$ cat src/crosspoint_pkg.sv
/*
  Shared constants of the crosspoint configuration logic: array size,
  programming word layout, and synchroniser depth.
  Assumes nothing of its surroundings; used by all design files.
*/
package crosspoint_pkg;
  localparam int NUM_OUT    = 32;
  localparam int NUM_IN     = 32;
  localparam int IDX_W      = 5;
  localparam int GROUP_W    = 6;
  localparam int WORD_BITS  = 193;
  // Clamp bit enters first, so it ends at the top of the word
  localparam int CLAMP_POS  = 192;
  // Offset of the output enable bit inside a group
  localparam int EN_OFS     = 5;
  localparam int SYNC_DEPTH = 2;
  localparam logic [WORD_BITS-1:0] WORD_RESET = '0;
endpackage

$ cat src/config_rank_if.sv
/*
  Carrier between the serial front end and the committed latch rank.
  Assumes both ends share ref_clk and rstn.
*/
`timescale 1ns/100ps
`default_nettype none
interface config_rank_if;
  logic [crosspoint_pkg::WORD_BITS-1:0]           word;
  logic                                           commit;
  logic [crosspoint_pkg::NUM_OUT-1:0]             enable;
  logic [crosspoint_pkg::NUM_OUT-1:0][crosspoint_pkg::IDX_W-1:0] srcIdx;
  logic                                           clamp;

  modport ctrl (output word, output commit, input enable, input srcIdx, input clamp);
  modport store (input word, input commit, output enable, output srcIdx, output clamp);
endinterface
`default_nettype wire

$ cat src/config_rank.sv
/*
  Second latch rank: per-output enable and source index plus the global
  clamp enable, loaded from the shift word in one edge on commit.
  Assumes commit is already qualified by select and reset.
*/
`timescale 1ns/100ps
`default_nettype none
module config_rank (
  input  wire logic         ref_clk,
  input  wire logic         rstn,
  config_rank_if.store      bus
);
  logic [crosspoint_pkg::NUM_OUT-1:0]                            enable_reg;
  logic [crosspoint_pkg::NUM_OUT-1:0][crosspoint_pkg::IDX_W-1:0] srcIdx_reg;
  logic                                                          clamp_reg;

  always_ff @(posedge ref_clk or negedge rstn) begin
    if (!rstn) begin
      enable_reg <= '0;
      srcIdx_reg <= '0;
      clamp_reg  <= 1'b0;
    end else if (bus.commit) begin
      clamp_reg <= bus.word[crosspoint_pkg::CLAMP_POS];
      for (int n = 0; n < crosspoint_pkg::NUM_OUT; n++) begin
        // All groups in one edge
        enable_reg[n] <= bus.word[n*crosspoint_pkg::GROUP_W + crosspoint_pkg::EN_OFS];
        srcIdx_reg[n] <= bus.word[n*crosspoint_pkg::GROUP_W +: crosspoint_pkg::IDX_W];
      end
    end
  end

  assign bus.enable = enable_reg;
  assign bus.srcIdx = srcIdx_reg;
  assign bus.clamp  = clamp_reg;

  commit_all_a: assert property (@(posedge ref_clk) disable iff (!rstn)
    bus.commit |=> enable_reg[31] == $past(bus.word[191]) &&
      enable_reg[0] == $past(bus.word[5]) && srcIdx_reg[0] == $past(bus.word[4:0]))
    else $error("commit did not load all outputs together");

  rank_hold_a: assert property (@(posedge ref_clk) disable iff (!rstn)
    !bus.commit |=> $stable(enable_reg) && $stable(srcIdx_reg) && $stable(clamp_reg))
    else $error("latch rank changed without commit");
endmodule
`default_nettype wire

$ cat src/crosspoint_serial_config.sv
/*
  Serial configuration logic of a 32x32 crosspoint switch with overlay
  multiplexers, modelled with one-bit digital lanes for the video paths.
  Assumes all pin inputs are asynchronous to ref_clk; serial clock is much
  slower than ref_clk (at least four ref_clk periods per phase).
*/
// Contract
// - Reset low disables outputs and clears shift register and latch rank.
// - Selected and not committing: shift serial input on each serial clock rising edge.
// - Serial output shows the bit that entered 192 serial clock rises earlier.
// - Selected with commit low: copy shift register into the latch rank.
// - Commit updates all 32 outputs at the same moment.
// - Deselected: ignore clock, data and commit; state stays unchanged.
// - Each output can take any of the 32 normal inputs by its index.
// - Each output selects exactly one input or none.
// - One input may feed several outputs at once.
// - Each output has a 2:1 mux between selected input and overlay input.
// - First serial bit sets all input clamps together.
// - Disabled or reset outputs are high impedance.
// - Word order: clamp, then outputs 31 down to 0, enable then index MSB first.
// - Output enable bit 0 disables output and ignores its source index.
// - Clamp bit 0 turns clamps off, 1 turns them on.
// - Overlay select high passes overlay input, low passes normal input.
`timescale 1ns/100ps
`default_nettype none
module crosspoint_serial_config #(
  parameter int NumOut = crosspoint_pkg::NUM_OUT,
  parameter int NumIn  = crosspoint_pkg::NUM_IN
) (
  input  wire logic              ref_clk,
  input  wire logic              rstn,
  input  wire logic              serClk,
  input  wire logic              serDataIn,
  input  wire logic              selectN,
  input  wire logic              commitN,
  input  wire logic [NumIn-1:0]  normal_input,
  input  wire logic [NumOut-1:0] overlay_input,
  input  wire logic [NumOut-1:0] overlay_select_pin,
  output logic                   serDataOut,
  output logic [NumOut-1:0]      outData,
  output logic [NumOut-1:0]      outOe,
  output logic                   clampOn
);
  localparam int WB = crosspoint_pkg::WORD_BITS;
  localparam int SW = 4 + NumIn + 2 * NumOut;
  // Pins read as deselected and not committing, so no false commit after reset
  localparam logic [SW-1:0] SyncIdle = SW'(4'hC);

  // One-hot input stage choice for one output; none when disabled
  function automatic logic [NumIn-1:0] decodeSrc(
    input logic                             en,
    input logic [crosspoint_pkg::IDX_W-1:0] idx
  );
    logic [NumIn-1:0] hot;
    hot = '0;
    if (en) begin
      hot[idx] = 1'b1;
    end
    return hot;
  endfunction

  config_rank_if rankBus ();

  logic [SW-1:0]          pinMeta_reg;
  logic [SW-1:0]          pinSync_reg;
  logic                   clkPrev_reg;
  logic [WB-1:0]          shift_reg;
  logic [WB-1:0]          shift_next;
  logic                   serDataOut_reg;
  logic [NumOut-1:0]      outData_reg;
  logic [NumOut-1:0]      outData_next;
  logic [NumOut-1:0]      outOe_reg;

  wire logic              clkS   = pinSync_reg[0];
  wire logic              dataS  = pinSync_reg[1];
  wire logic              selS   = pinSync_reg[2];
  wire logic              comS   = pinSync_reg[3];
  wire logic [NumIn-1:0]  inS    = pinSync_reg[4 +: NumIn];
  wire logic [NumOut-1:0] ovlS   = pinSync_reg[4 + NumIn +: NumOut];
  wire logic [NumOut-1:0] ovlSelS = pinSync_reg[4 + NumIn + NumOut +: NumOut];

  wire logic clkRise  = clkS && !clkPrev_reg;
  wire logic shiftNow = !selS && comS && clkRise;
  wire logic commitNow = !selS && !comS;

  // Two-stage synchronisers for every pin
  always_ff @(posedge ref_clk or negedge rstn) begin
    if (!rstn) begin
      pinMeta_reg <= SyncIdle;
      pinSync_reg <= SyncIdle;
      clkPrev_reg <= 1'b0;
    end else begin
      pinMeta_reg <= {overlay_select_pin, overlay_input, normal_input,
                      commitN, selectN, serDataIn, serClk};
      pinSync_reg <= pinMeta_reg;
      clkPrev_reg <= clkS;
    end
  end

  assign shift_next = shiftNow ? {shift_reg[WB-2:0], dataS} : shift_reg;

  always_ff @(posedge ref_clk or negedge rstn) begin
    if (!rstn) begin
      shift_reg      <= crosspoint_pkg::WORD_RESET;
      serDataOut_reg <= 1'b0;
    end else begin
      shift_reg      <= shift_next;
      serDataOut_reg <= shift_reg[WB-1];
    end
  end

  assign rankBus.word   = shift_reg;
  assign rankBus.commit = commitNow;

  config_rank rank (
    .ref_clk (ref_clk),
    .rstn    (rstn),
    .bus     (rankBus)
  );

  // Per-output selector and overlay mux; outputs are independent
  genvar g;
  generate
    for (g = 0; g < NumOut; g++) begin : lane
      wire logic [NumIn-1:0] hot = decodeSrc(rankBus.enable[g], rankBus.srcIdx[g]);
      wire logic picked = |(hot & inS);
      assign outData_next[g] = ovlSelS[g] ? ovlS[g] : picked;
    end
  endgenerate

  always_ff @(posedge ref_clk or negedge rstn) begin
    if (!rstn) begin
      outData_reg <= '0;
      outOe_reg   <= '0;
    end else begin
      outData_reg <= outData_next;
      outOe_reg   <= rankBus.enable;
    end
  end

  assign serDataOut = serDataOut_reg;
  assign outData    = outData_reg;
  assign outOe      = outOe_reg;
  assign clampOn    = rankBus.clamp;

  reset_clear_a: assert property (@(posedge ref_clk)
    $rose(rstn) |-> outOe == '0 && shift_reg == '0 && rankBus.enable == '0)
    else $error("reset left state set");

  shift_in_a: assert property (@(posedge ref_clk) disable iff (!rstn)
    shiftNow |=> shift_reg[0] == $past(dataS) && shift_reg[WB-1:1] == $past(shift_reg[WB-2:0]))
    else $error("serial bit not shifted in");

  chain_out_a: assert property (@(posedge ref_clk) disable iff (!rstn)
    shiftNow ##1 !shiftNow |-> ##1 serDataOut == $past(shift_reg[WB-2], 2))
    else $error("serial output not the oldest bit");

  commit_copy_a: assert property (@(posedge ref_clk) disable iff (!rstn)
    commitNow |=> clampOn == $past(shift_reg[WB-1]) ##1 outOe == $past(rankBus.enable))
    else $error("commit did not reach outputs");

  deselect_hold_a: assert property (@(posedge ref_clk) disable iff (!rstn)
    selS |=> $stable(shift_reg) && $stable(rankBus.enable) && $stable(clampOn))
    else $error("state changed while deselected");

  one_source_a: assert property (@(posedge ref_clk) disable iff (!rstn)
    $onehot0(lane[0].hot) && $onehot0(lane[31].hot) && (lane[5].hot == '0 || rankBus.enable[5]))
    else $error("more than one input stage selected");

  disabled_hiz_a: assert property (@(posedge ref_clk) disable iff (!rstn)
    (outOe & ~$past(rankBus.enable)) == '0)
    else $error("disabled output still driven");

  overlay_pass_a: assert property (@(posedge ref_clk) disable iff (!rstn)
    ovlSelS[0] |=> outData[0] == $past(ovlS[0]))
    else $error("overlay input not passed");

  normal_pass_a: assert property (@(posedge ref_clk) disable iff (!rstn)
    !ovlSelS[1] && rankBus.enable[1] |=> outData[1] == $past(inS[rankBus.srcIdx[1]]))
    else $error("normal input not routed");

  shift_block_a: assert property (@(posedge ref_clk) disable iff (!rstn)
    !comS |=> $stable(shift_reg))
    else $error("shifted while commit low");

  multicast_ok_a: assert property (@(posedge ref_clk) disable iff (!rstn)
    rankBus.enable[0] && rankBus.enable[1] && rankBus.srcIdx[0] == rankBus.srcIdx[1] &&
      !ovlSelS[0] && !ovlSelS[1] |=> outData[0] == outData[1])
    else $error("shared input not seen on both outputs");

  disabled_quiet_a: assert property (@(posedge ref_clk) disable iff (!rstn)
    !rankBus.enable[2] && !ovlSelS[2] |=> !outData[2])
    else $error("disabled output passed a normal input");

  mux_select_a: assert property (@(posedge ref_clk) disable iff (!rstn)
    1'b1 |=> outData[7] ==
      $past(ovlSelS[7] ? ovlS[7] : (rankBus.enable[7] && inS[rankBus.srcIdx[7]])))
    else $error("output mux chose the wrong source");

  order_map_a: assert property (@(posedge ref_clk) disable iff (!rstn)
    commitNow |=> rankBus.enable[17] ==
      $past(shift_reg[17 * crosspoint_pkg::GROUP_W + crosspoint_pkg::EN_OFS]) &&
      rankBus.srcIdx[17] ==
      $past(shift_reg[17 * crosspoint_pkg::GROUP_W +: crosspoint_pkg::IDX_W]))
    else $error("group landed on the wrong output");

  reset_wins_a: assert property (@(posedge ref_clk)
    !rstn |-> outOe == '0 && rankBus.enable == '0 && !clampOn && shift_reg == '0)
    else $error("state not held clear during reset");

  shift_rise_a: assert property (@(posedge ref_clk) disable iff (!rstn)
    !clkRise |=> $stable(shift_reg))
    else $error("shifted without a serial clock rise");

  clamp_hold_a: assert property (@(posedge ref_clk) disable iff (!rstn)
    !commitNow |=> $stable(clampOn))
    else $error("clamp changed without commit");

  clamp_off_a: assert property (@(posedge ref_clk) disable iff (!rstn)
    commitNow && !shift_reg[crosspoint_pkg::CLAMP_POS] |=> !clampOn)
    else $error("clamp left on by a zero bit");

  chain_follow_a: assert property (@(posedge ref_clk) disable iff (!rstn)
    1'b1 |=> serDataOut == $past(shift_reg[WB-1]))
    else $error("serial output lags the word");

  deselect_outs_a: assert property (@(posedge ref_clk) disable iff (!rstn)
    selS && $past(selS) |=> $stable(outOe))
    else $error("outputs changed while deselected");
endmodule
`default_nettype wire

$ cat config.mk
export PLATFORM = sky130hd
export DESIGN_NAME = crosspoint_serial_config
export DESIGN_NICKNAME = d
export VERILOG_FILES = /design/src/crosspoint_pkg.sv /design/src/config_rank_if.sv /design/src/config_rank.sv /design/src/crosspoint_serial_config.sv
export SDC_FILE = /design/constraint.sdc
export NUM_CORES = 1
export LEC_CHECK = 0
export BUFFER_PORTS_ARGS = -buffer_cell sky130_fd_sc_hd__buf_2
export CORE_UTILIZATION = 41
export DETAILED_ROUTE_END_ITERATION = 7
export PLACE_DENSITY = 0.61
export RECOVER_POWER = 50
export SYNTH_ARGS = -nofsm -noshare
export SYNTH_HDL_FRONTEND = slang
export SYNTH_SLANG_ARGS = --single-unit
$ cat constraint.sdc
create_clock -name ref_clk -period 6.3 [get_ports ref_clk]
set_clock_uncertainty 0.1 [all_clocks]
set_input_delay 1.89 -clock ref_clk [delete_from_list [all_inputs] [get_ports ref_clk]]
set_output_delay 1.89 -clock ref_clk [all_outputs]
set_load 0.01 [all_outputs]
# == Word level (Yosys, flattened, before mapping) ==
# Index checks and enable logic that the tools add are counted.
# classes
n_bitwise,32
n_reduce_logical,71
muxes,128
magnitude_cmp,64
# ops
cell,count
AND 32 bit,32
two-way mux 32 bit,32
OR reduction 32 bit,32
< comparator 5 x 6 -> 1 bit (second input constant),32
demux 1 bit (select 5 bit),32
>= comparator 5 x 1 -> 1 bit (second input constant),32
two-way mux 1 bit,64
logical AND 1 bit,36
logical NOT 1 bit,3
# word_totals
register_bits,652
inputBits,102
elab_cells,336

# == Depth between registers and ports, before layout ==
# Gate-level depths: netlist of run 1.
# depth
ltp_word,8
depth_mapped,7
mapped_depth_nobuf,5

# == By module ==
# From an unflattened synthesis of run 1, not the netlist that was laid out.
# unflattened
cells_unflattened,2025
hier_area_um2,30883.4
# modules_own_cells
module,instances,cells_each,area_each_um2
crosspoint_serial_config,1,1618,23663.9
config_rank,1,407,7219.4

# == Worst setup path after synthesis of run 1 ==
# No wires, ideal clock.
# synth_timing
path_kind,register -> output
start,"register rank.clamp_reg, in the netlist rank.bus.clamp"
end,output clampOn
t_arrival_ps,383
slack_ps,3927
t_required_ps,4310
path_stages_with_launch,1
path_cell_list,dfrtp_1
# synth_rtl
item,line,rtl
start: declaration,config_rank.sv:15,logic clamp_reg;
start signal: assignment,config_rank.sv:23,clamp_reg <= bus.word[crosspoint_pkg::CLAMP_POS];
end: declaration,crosspoint_serial_config.sv:42,output logic clampOn
# No word-level cell between the ends.

==> results of run 1 <==
==> path summary, 6_finish.rpt <==
kind                                              endpoint  slack, ps  depth (start not counted)
min reg2reg                      pinSync_reg[97]$_DFF_PN0_        240                          0
max in group ref_clk         rankBus.word[127]$_DFFE_PN0P_       2200                          4
max                        rank.bus.srcIdx[64]$_DFFE_PN0P_       2070                          2
max reg2reg                  rankBus.word[127]$_DFFE_PN0P_       2200                          4
min                              pinSync_reg[97]$_DFF_PN0_        240                          0
min in group asynchronous    rankBus.word[186]$_DFFE_PN0P_       2070                          1
==> Yosys cell counts (all sizes together) (2+ instances only) <==
| library cell | n |
|---|---|
| a2111oi | 5 |
| a21boi | 10 |
| a21oi | 59 |
| a221oi | 2 |
| a22o | 6 |
| a22oi | 3 |
| a311oi | 2 |
| a31oi | 15 |
| a32oi | 5 |
| a41oi | 20 |
| and3 | 5 |
| and4 | 4 |
| buf | 59 |
| clkbuf | 156 |
| dfrtp | 648 |
| dfstp | 4 |
| inv | 27 |
| mux2 | 394 |
| mux2i | 59 |
| mux4 | 234 |
| nand2 | 64 |
| nand2b | 12 |
| nand3 | 28 |
| nand3b | 76 |
| nand4 | 30 |
| nand4b | 7 |
| nor2 | 47 |
| nor2b | 33 |
| nor3 | 14 |
| nor3b | 11 |
| nor4 | 10 |
| nor4b | 5 |
| nor4bb | 10 |
| o2111ai | 5 |
| o211ai | 5 |
| o21ai | 4 |
| o22ai | 2 |
| o311a | 6 |
| o31ai | 2 |
| o41a | 4 |
| or4b | 3 |
==> layer usage <==
layer  global-route usage (%)  wire [um]
met5                        0          0
met3                     5.59       7900
met2                     33.7      38800
met1                     29.7      34100
met4                     9.68       2960
==> area by class of cell <==
| type | instances | area share, % |
|---|---|---|
| well taps | 969 | 3.47 |
| clock buffers | 106 | 6.21 |
| multi-input cells | 1205 | 38.8 |
| repair buffers | 208 | 3.39 |
| clock inverters | 28 | 1.09 |
| diodes | 3 | 0.0215 |
| flip-flops and latches | 652 | 46.8 |
| inverters | 27 | 0.290 |
==> logic make-up (layout without fill, tap and decap cells) <==
logic type / after synthesis / after routing / share of synthesized area [%]
other cells: 0 / 3 / 0
flops: 652 / 652 / 52.9
simple gates: 361 / 361 / 6.91
buf+inv: 242 / 369 / 3.24
compound gates: 157 / 157 / 3.53
mux: 687 / 687 / 33.5
==> stage by stage <==
stage / utilization [%] / hold slack (ps) / setup slack (ps) / instances / instance area [sq um]
3_3_place_gp: 43.6 / 232 / 2910 / 3061 / 32500
4_1_cts: 47.1 / 236 / 3080 / 3195 / 35000
6_report: 47.0 / 238 / 2070 / 3198 / 35000
3_5_place_dp: 43.6 / 235 / 2840 / 3061 / 32500
5_1_grt: 47.0 / 238 / 1570 / 3196 / 35000
2_1_floorplan: - / 231 / 3930 / 2099 / 30900
==> power breakdown <==
group / internal [W] / switching, W
combinational: 0.000268 / 0.000394
sequential: 0.00429 / 0.0000970
clock: 0.00270 / 0.00175
==> impl_metrics.csv, run 1 <==
group,metric,value,unit
logic_synthesis,synth_top_cell_by_area,"dfrtp_1",
critical_path,reg2reg_from,"pinSync_reg[3]$_DFF_PN1_",
die,io_pins,168,
logic_synthesis,synth-edff-count,0,
critical_path,cp.required,6870,ps
logic_synthesis,ys_seq_area_share,52.9,%
logic_synthesis,ys_types,51,
sta,setup_violations,0,
final_layout,area_growth,13.3,%
min_path,min-delay-start,"pinMeta_reg[97]$_DFF_PN0_",
route,routed_wl,83700,um
logic_synthesis,ys_ff_latch,652,
die,core,74400,sq um
clock_tree,cts_resized,0,
place,dp_hpwl,43000,um
route,drt_iter0_markers,2023,
route,via_per_inst,6.14,
die,fp-row-count,100,
global_route,antenna_found_initial,2,
critical_path,path_delay_family,"buffers and inverters",
final_layout,multi_input_area,13600,sq um
final_layout,layout-drive-gt1-share,43.9,%
final_layout,mostFrequentLayoutCells,"dfrtp_1, mux2_2, mux4_2, buf_2, nand3b_1",
route,wl_per_cell,26.2,um
status,violations,"max-capacitance violations, max-slew violations",
critical_path,crit_type,"in -> async",
die,die_w,276,um
clock_tree,cts_buffers,73,
global_route,grt_overflow,0,
logic_synthesis,synth_ff_type,"dfrtp_1",
sta,fmax,237,MHz
power,p_leak,14.9,nW
logic_synthesis,synth_warnings,0,
sta,fin_setup_tns,0,ps
clock_tree,htreeDepth,3,
clock_tree,clock_latency,630,ps
power,powerDensity,272,nW/um^2
place,gp_congestion,0.816,
sta,final.period_utilization,67.1,%
clock_tree,cts.clk_slew.worst_paths,60,ps
sta,slew_headroom,-92.9,%
min_path,hold_class,"reg -> reg",
critical_path,worstPathArrival,4800,ps
logic_synthesis,synth_cells,2099,
global_route,grt_max_degree,152,
route,ant_nets,0,
global_route,grt_pass1_wl,127000,um
clock_tree,cts_hold_buf,0,
global_route,grt_use_total,22.0,%
clock_tree,cts_tree,"built",
die,die_height,276,um
critical_path,cp_cell_sequence,"clkbuf_2 -> buf_4",
power,power,0.00950,W
final_layout,fillers,6353,
clock_tree,root_buffer,"clkbuf_16",
clock_tree,clockBufferDepth,3,
critical_path,crit_path_end_kind,"async pin",
die,dieArea,76400,sq um
global_route,first_global_vias,20319,
sta,final_hold_viol_count,0,
status,outcome,"finished with violations",
logic_synthesis,postSynthAreaPerCell,14.7,sq um
sta,finalMaxSlewViolations,301,
sta,worst_pin_slew,2890,ps
logic_synthesis,synth_top_area_share,52.5,%
critical_path,startpoint,"rstn",
place,portBuffers,167,
sta,period_needed,4230,ps
critical_path,critPathMaxStageDelay,1950,ps
critical_path,worstPathMaxFanout,103,
die,start_util,41.5,%
final_layout,largest_reg_flops,193,
clock_tree,post-cts-setup-buffer-count,0,
final_layout,area.sequential,16400,sq um
final_layout,fin_nets,2269,
critical_path,crit_buf_inv,2,
route,vias,19650,
route,drtPass1Iterations,5,
power,vdd_drop_max,0.000201,V
sta,rsz0062_at_grt,"no",
logic_synthesis,synthArstFlopShare,100,%
critical_path,cp_slowest_cell,"clkbuf_2",
logic_synthesis,syn_area,30900,sq um
final_layout,final_common_cell,"dfrtp_1",
flow_run,maxCapViolations,5,
clock_tree,clock-sinks,652,
critical_path,startpoint_type,"input port",
logic_synthesis,synthTopCellsByArea,"dfrtp_1, mux4_2, mux2_2, mux2i_1, clkbuf_1",
logic_synthesis,synth_nets,2201,
route,drc_errors,0,
Power figures use the tool's default switching activity.
==> run 2, diff against run 1 <==
==> constraint.sdc (replaced) <==
create_clock -name ref_clk -period 4.2 [get_ports ref_clk]
set_clock_uncertainty 0.1 [all_clocks]
set_input_delay 1.26 -clock ref_clk [delete_from_list [all_inputs] [get_ports ref_clk]]
set_output_delay 1.26 -clock ref_clk [all_outputs]
set_load 0.01 [all_outputs]
==> impl_metrics.csv, run 2 (synthesized netlist as in run 1, its figures left out) <==
group,metric,value,unit
route,drtPass1Iterations,8,
final_layout,area_growth,12.4,%
sta,worst_pin_slew,1870,ps
sta,fin_setup_tns,0,ps
power,powerDensity,398,nW/um^2
final_layout,largest_reg_flops,193,
clock_tree,cts_tree,"built",
final_layout,fin_nets,2242,
status,outcome,"finished with violations",
status,violations,"max-capacitance violations, max-slew violations",
die,core,74400,sq um
sta,setup_violations,0,
critical_path,crit_path_end_kind,"async pin",
sta,final.period_utilization,68.8,%
final_layout,post-route-util,46.6,%
min_path,hold_depth,0,
critical_path,startpoint,"rstn",
sta,period_needed,2890,ps
die,dieArea,76400,sq um
flow_run,maxCapViolations,1,
place,gp_congestion,0.811,
final_layout,fillers,6448,
global_route,antenna_found_initial,0,
sta,slew_headroom,-24.7,%
critical_path,path_depth,2,
critical_path,worstPathMaxFanout,150,
clock_tree,root_buffer,"clkbuf_16",
die,die_height,276,um
final_layout,multi_input_area,13600,sq um
place,portBuffers,167,
route,wl_per_cell,25.1,um
route,drc_errors,0,
clock_tree,clock-sinks,652,
route,ant_nets,0,
clock_tree,cts_buffers,70,
place,dp_hpwl,44600,um
place,pre_cts_slack,1600,ps
global_route,grt_pass1_wl,123000,um
die,io_pins,168,
global_route,grt_max_degree,151,
sta,final_hold_viol_count,0,
critical_path,path_delay_family,"buffers and inverters",
sta,fmax,346,MHz
route,routed_wl,79400,um
final_layout,final_common_cell,"dfrtp_1",
die,start_util,41.5,%
critical_path,reg2reg_from,"pinSync_reg[7]$_DFF_PN0_",
clock_tree,cts_hold_buf,0,
clock_tree,clock_latency,620,ps
critical_path,critPathMaxStageDelay,1310,ps
route,drt_iter0_markers,2002,
sta,layout_setup_ws,1310,ps
clock_tree,cts.clk_slew.worst_paths,60,ps
critical_path,crit_buf_inv,2,
power,p_leak,14.8,nW
min_path,hold_class,"reg -> reg",
critical_path,worstPathArrival,3380,ps
final_layout,area.sequential,16400,sq um
sta,finalMaxSlewViolations,23,
power,vdd_drop_max,0.000315,V
critical_path,cp_cell_sequence,"clkbuf_1 -> buf_12",
critical_path,startpoint_type,"input port",
final_layout,mostFrequentLayoutCells,"dfrtp_1, mux2_2, mux4_2, buf_2, nand3b_1",
clock_tree,htreeDepth,3,
global_route,first_global_vias,19938,
sta,rsz0062_at_grt,"no",
final_layout,layout-drive-gt1-share,43.3,%
clock_tree,post-cts-setup-buffer-count,0,
critical_path,r2r_cells,5,
global_route,grt_use_total,20.9,%
critical_path,cp.required,4690,ps
critical_path,cp_slowest_cell,"clkbuf_1",
die,fp-row-count,100,
clock_tree,cts_resized,0,
route,via_per_inst,6.06,
min_path,min-delay-start,"pinMeta_reg[7]$_DFF_PN0_",
die,die_w,276,um
clock_tree,clockBufferDepth,3,
critical_path,crit_type,"in -> async",
global_route,grt_overflow,0,
route,vias,19165,
## run 2: worst paths after layout
check	slack [ps]	endpoint
worst max-delay path	1310	pinSync_reg[30]$_DFF_PN0_
worst min register to register	240	pinSync_reg[7]$_DFF_PN0_
max in group ref_clk	1550	outData[11]$_DFF_PN0_
min in group asynchronous	1060	rank.bus.srcIdx[6]$_DFFE_PN0P_
worst min-delay path	240	pinSync_reg[7]$_DFF_PN0_
worst max register to register	1550	outData[11]$_DFF_PN0_
## run 2: through the flow
step | std cells | total power, W | instance area [sq um] | hold slack, ps
global route | 3164 | 0.0143 | 34700 | 250
detailed placement | 3037 | 0.00764 | 32400 | 235
finish | 3165 | 0.0138 | 34700 | 239
global placement | 3037 | 0.00762 | 32400 | 233
CTS | 3164 | 0.0140 | 34700 | 245
floorplan | 2099 | 0.00717 | 30900 | 231
## run 2: final cells by class
class | instances | share of cell area, %
multi-input combinational | 1205 | 39.1
antenna | 1 | 0.00721
clock inverter | 28 | 0.948
sequential | 652 | 47.1
clock buffer | 99 | 5.83
timing repair buffer | 184 | 3.15
inverter | 27 | 0.292
tap | 969 | 3.49
## run 2: report_power, final
part,leakage [nW],switching [W],internal [W]
clock network,1.16,0.00253,0.00374
logic,5.07,0.000326,0.000391
registers,8.54,0.000373,0.00644
total,14.8,0.00323,0.0106
## run 2: routing by layer
layer	routed length, um	track usage [%]
met1	32200	28.2
met2	37800	33.2
met3	6620	4.46
met4	2770	7.91
met5	0	0
==> run 3, diff against run 2 <==
==> constraint.sdc (replaced) <==
create_clock -name ref_clk -period 2.8 [get_ports ref_clk]
set_clock_uncertainty 0.1 [all_clocks]
set_input_delay 0.84 -clock ref_clk [delete_from_list [all_inputs] [get_ports ref_clk]]
set_output_delay 0.84 -clock ref_clk [all_outputs]
set_load 0.01 [all_outputs]
==> impl_metrics.csv, run 3 (synthesized netlist as in run 1, its figures left out) <==
group,metric,value,unit
die,dieArea,76400,sq um
place,dp_cells,3087,
global_route,grt_use_total,21.0,%
global_route,antenna_found_initial,2,
die,core,74400,sq um
global_route,grt_max_degree,108,
clock_tree,htreeDepth,3,
clock_tree,cts_buffers,72,
route,drtPass1Iterations,5,
sta,slew_headroom,0.153,%
critical_path,cp_slowest_cell,"dfrtp_2",
min_path,min-delay-start,"commitN",
global_route,first_global_vias,20134,
critical_path,startpoint,"pinSync_reg[35]$_DFF_PN0_",
final_layout,area_growth,14.0,%
route,drt_iter0_markers,1769,
clock_tree,clock_latency,640,ps
status,outcome,"finished, final reports clean",
clock_tree,cts_hold_buf,1,
critical_path,crit_type,"reg -> reg",
die,die_height,276,um
critical_path,critPathMaxStageDelay,660,ps
sta,fin_setup_tns,0,ps
route,ant_nets,0,
die,fp-row-count,100,
clock_tree,clockBufferDepth,3,
sta,rsz0062_at_grt,"no",
global_route,grt_pass1_wl,124000,um
sta,fmax,396,MHz
min_path,hold_class,"in -> reg",
clock_tree,cts_tree,"built",
place,gp_congestion,0.853,
clock_tree,cts.clk_slew.worst_paths,60,ps
clock_tree,root_buffer,"clkbuf_16",
sta,setup_violations,0,
place,dp_hpwl,50700,um
global_route,grt_overflow,0,
route,drc_errors,0,
clock_tree,clock-sinks,652,
sta,worst_pin_slew,1500,ps
route,via_per_inst,6.01,
sta,final.period_utilization,90.2,%
clock_tree,post-cts-setup-buffer-count,0,
final_layout,stdcell_count,3220,
critical_path,reg2reg_from,"pinSync_reg[35]$_DFF_PN0_",
die,io_pins,168,
power,vdd_drop_max,0.000423,V
route,vias,19345,
final_layout,final_common_cell,"dfrtp_1",
route,routed_wl,79300,um
route,wl_per_cell,24.6,um
final_layout,mostFrequentLayoutCells,"dfrtp_1, mux2_2, mux4_2, buf_2, nand3b_1",
power,p_leak,15.0,nW
final_layout,largest_reg_flops,193,
critical_path,worstPathArrival,2900,ps
sta,period_needed,2530,ps
sta,finalMaxSlewViolations,0,
critical_path,startpoint_type,"flop",
clock_tree,cts_resized,0,
sta,final_hold_viol_count,0,
die,die_w,276,um
critical_path,crit_path_end_kind,"flop",
final_layout,fin_nets,2295,
power,powerDensity,598,nW/um^2
critical_path,cp.required,3170,ps
final_layout,layout-drive-gt1-share,44.4,%
die,start_util,41.5,%
place,portBuffers,167,
critical_path,cp_cell_sequence,"buf_4 -> mux4_2 -> a21oi_1 -> nand2_1 -> nor4_1 -> a21oi_1",
flow_run,maxCapViolations,0,
critical_path,worstPathMaxFanout,25,
critical_path,crit_top_cell,"a21oi_1",
-- run 3: critical path: cells and delay by family (launching register included) --
family | cells | cell delay (ps)
flops | 1 | 660
mux | 1 | 510
buf+inv | 1 | 290
compound gates | 2 | 230
simple gates | 2 | 560
-- run 3: layout make-up --
| cell class | instances | area (sq um) |
|---|---|---|
| fill | 6424 | 39300 |
| sequential | 652 | 16400 |
| multi-input combinational | 1205 | 13600 |
| clock buffer | 107 | 2150 |
| timing repair buffer | 235 | 1440 |
| tap | 969 | 1210 |
| clock inverter | 24 | 339 |
| inverter | 27 | 101 |
| antenna | 1 | 2.50 |
-- run 3: path summary, 6_finish.rpt --
path	endpoint	slack (ps)	cells past startpoint
max	outData[2]$_DFF_PN0_	270	6
min	pinMeta_reg[3]$_DFF_PN1_	210	1
max reg2reg	outData[2]$_DFF_PN0_	270	6
min reg2reg	pinSync_reg[45]$_DFF_PN0_	240	0
max in group asynchronous	rank.bus.srcIdx[152]$_DFFE_PN0P_	600	4
min in group asynchronous	rankBus.word[4]$_DFFE_PN0P_	570	2
-- run 3: stage by stage --
stage / setup WS (ps) / area (sq um) / util (%) / power (W) / hold slack (ps)
floorplan: 789 / 30900 / - / 0.0108 / 231
global route: 224 / 35200 / 47.3 / 0.0218 / 184
global placement: 381 / 32800 / 44.1 / 0.0115 / 233
detailed placement: 346 / 32800 / 44.1 / 0.0115 / 235
CTS: 331 / 35300 / 47.5 / 0.0214 / 161
finish: 274 / 35200 / 47.3 / 0.0211 / 206
-- run 3: power breakdown --
part	total, W	internal (W)	switching, W
clock network	0.00972	0.00585	0.00388
registers	0.0101	0.00966	0.000439
logic	0.00124	0.000627	0.000612
-- run 3: metal layers --
| metal | vias to the layer above | wire [um] | GRT usage (%) |
|---|---|---|---|
| met5 | - | 0 | 0 |
| met2 | 843 | 38300 | 33.3 |
| met1 | 10179 | 32700 | 29.0 |
| met3 | 172 | 5980 | 3.84 |
| li1 | 8151 | - | - |
| met4 | 0 | 2390 | 7.69 |
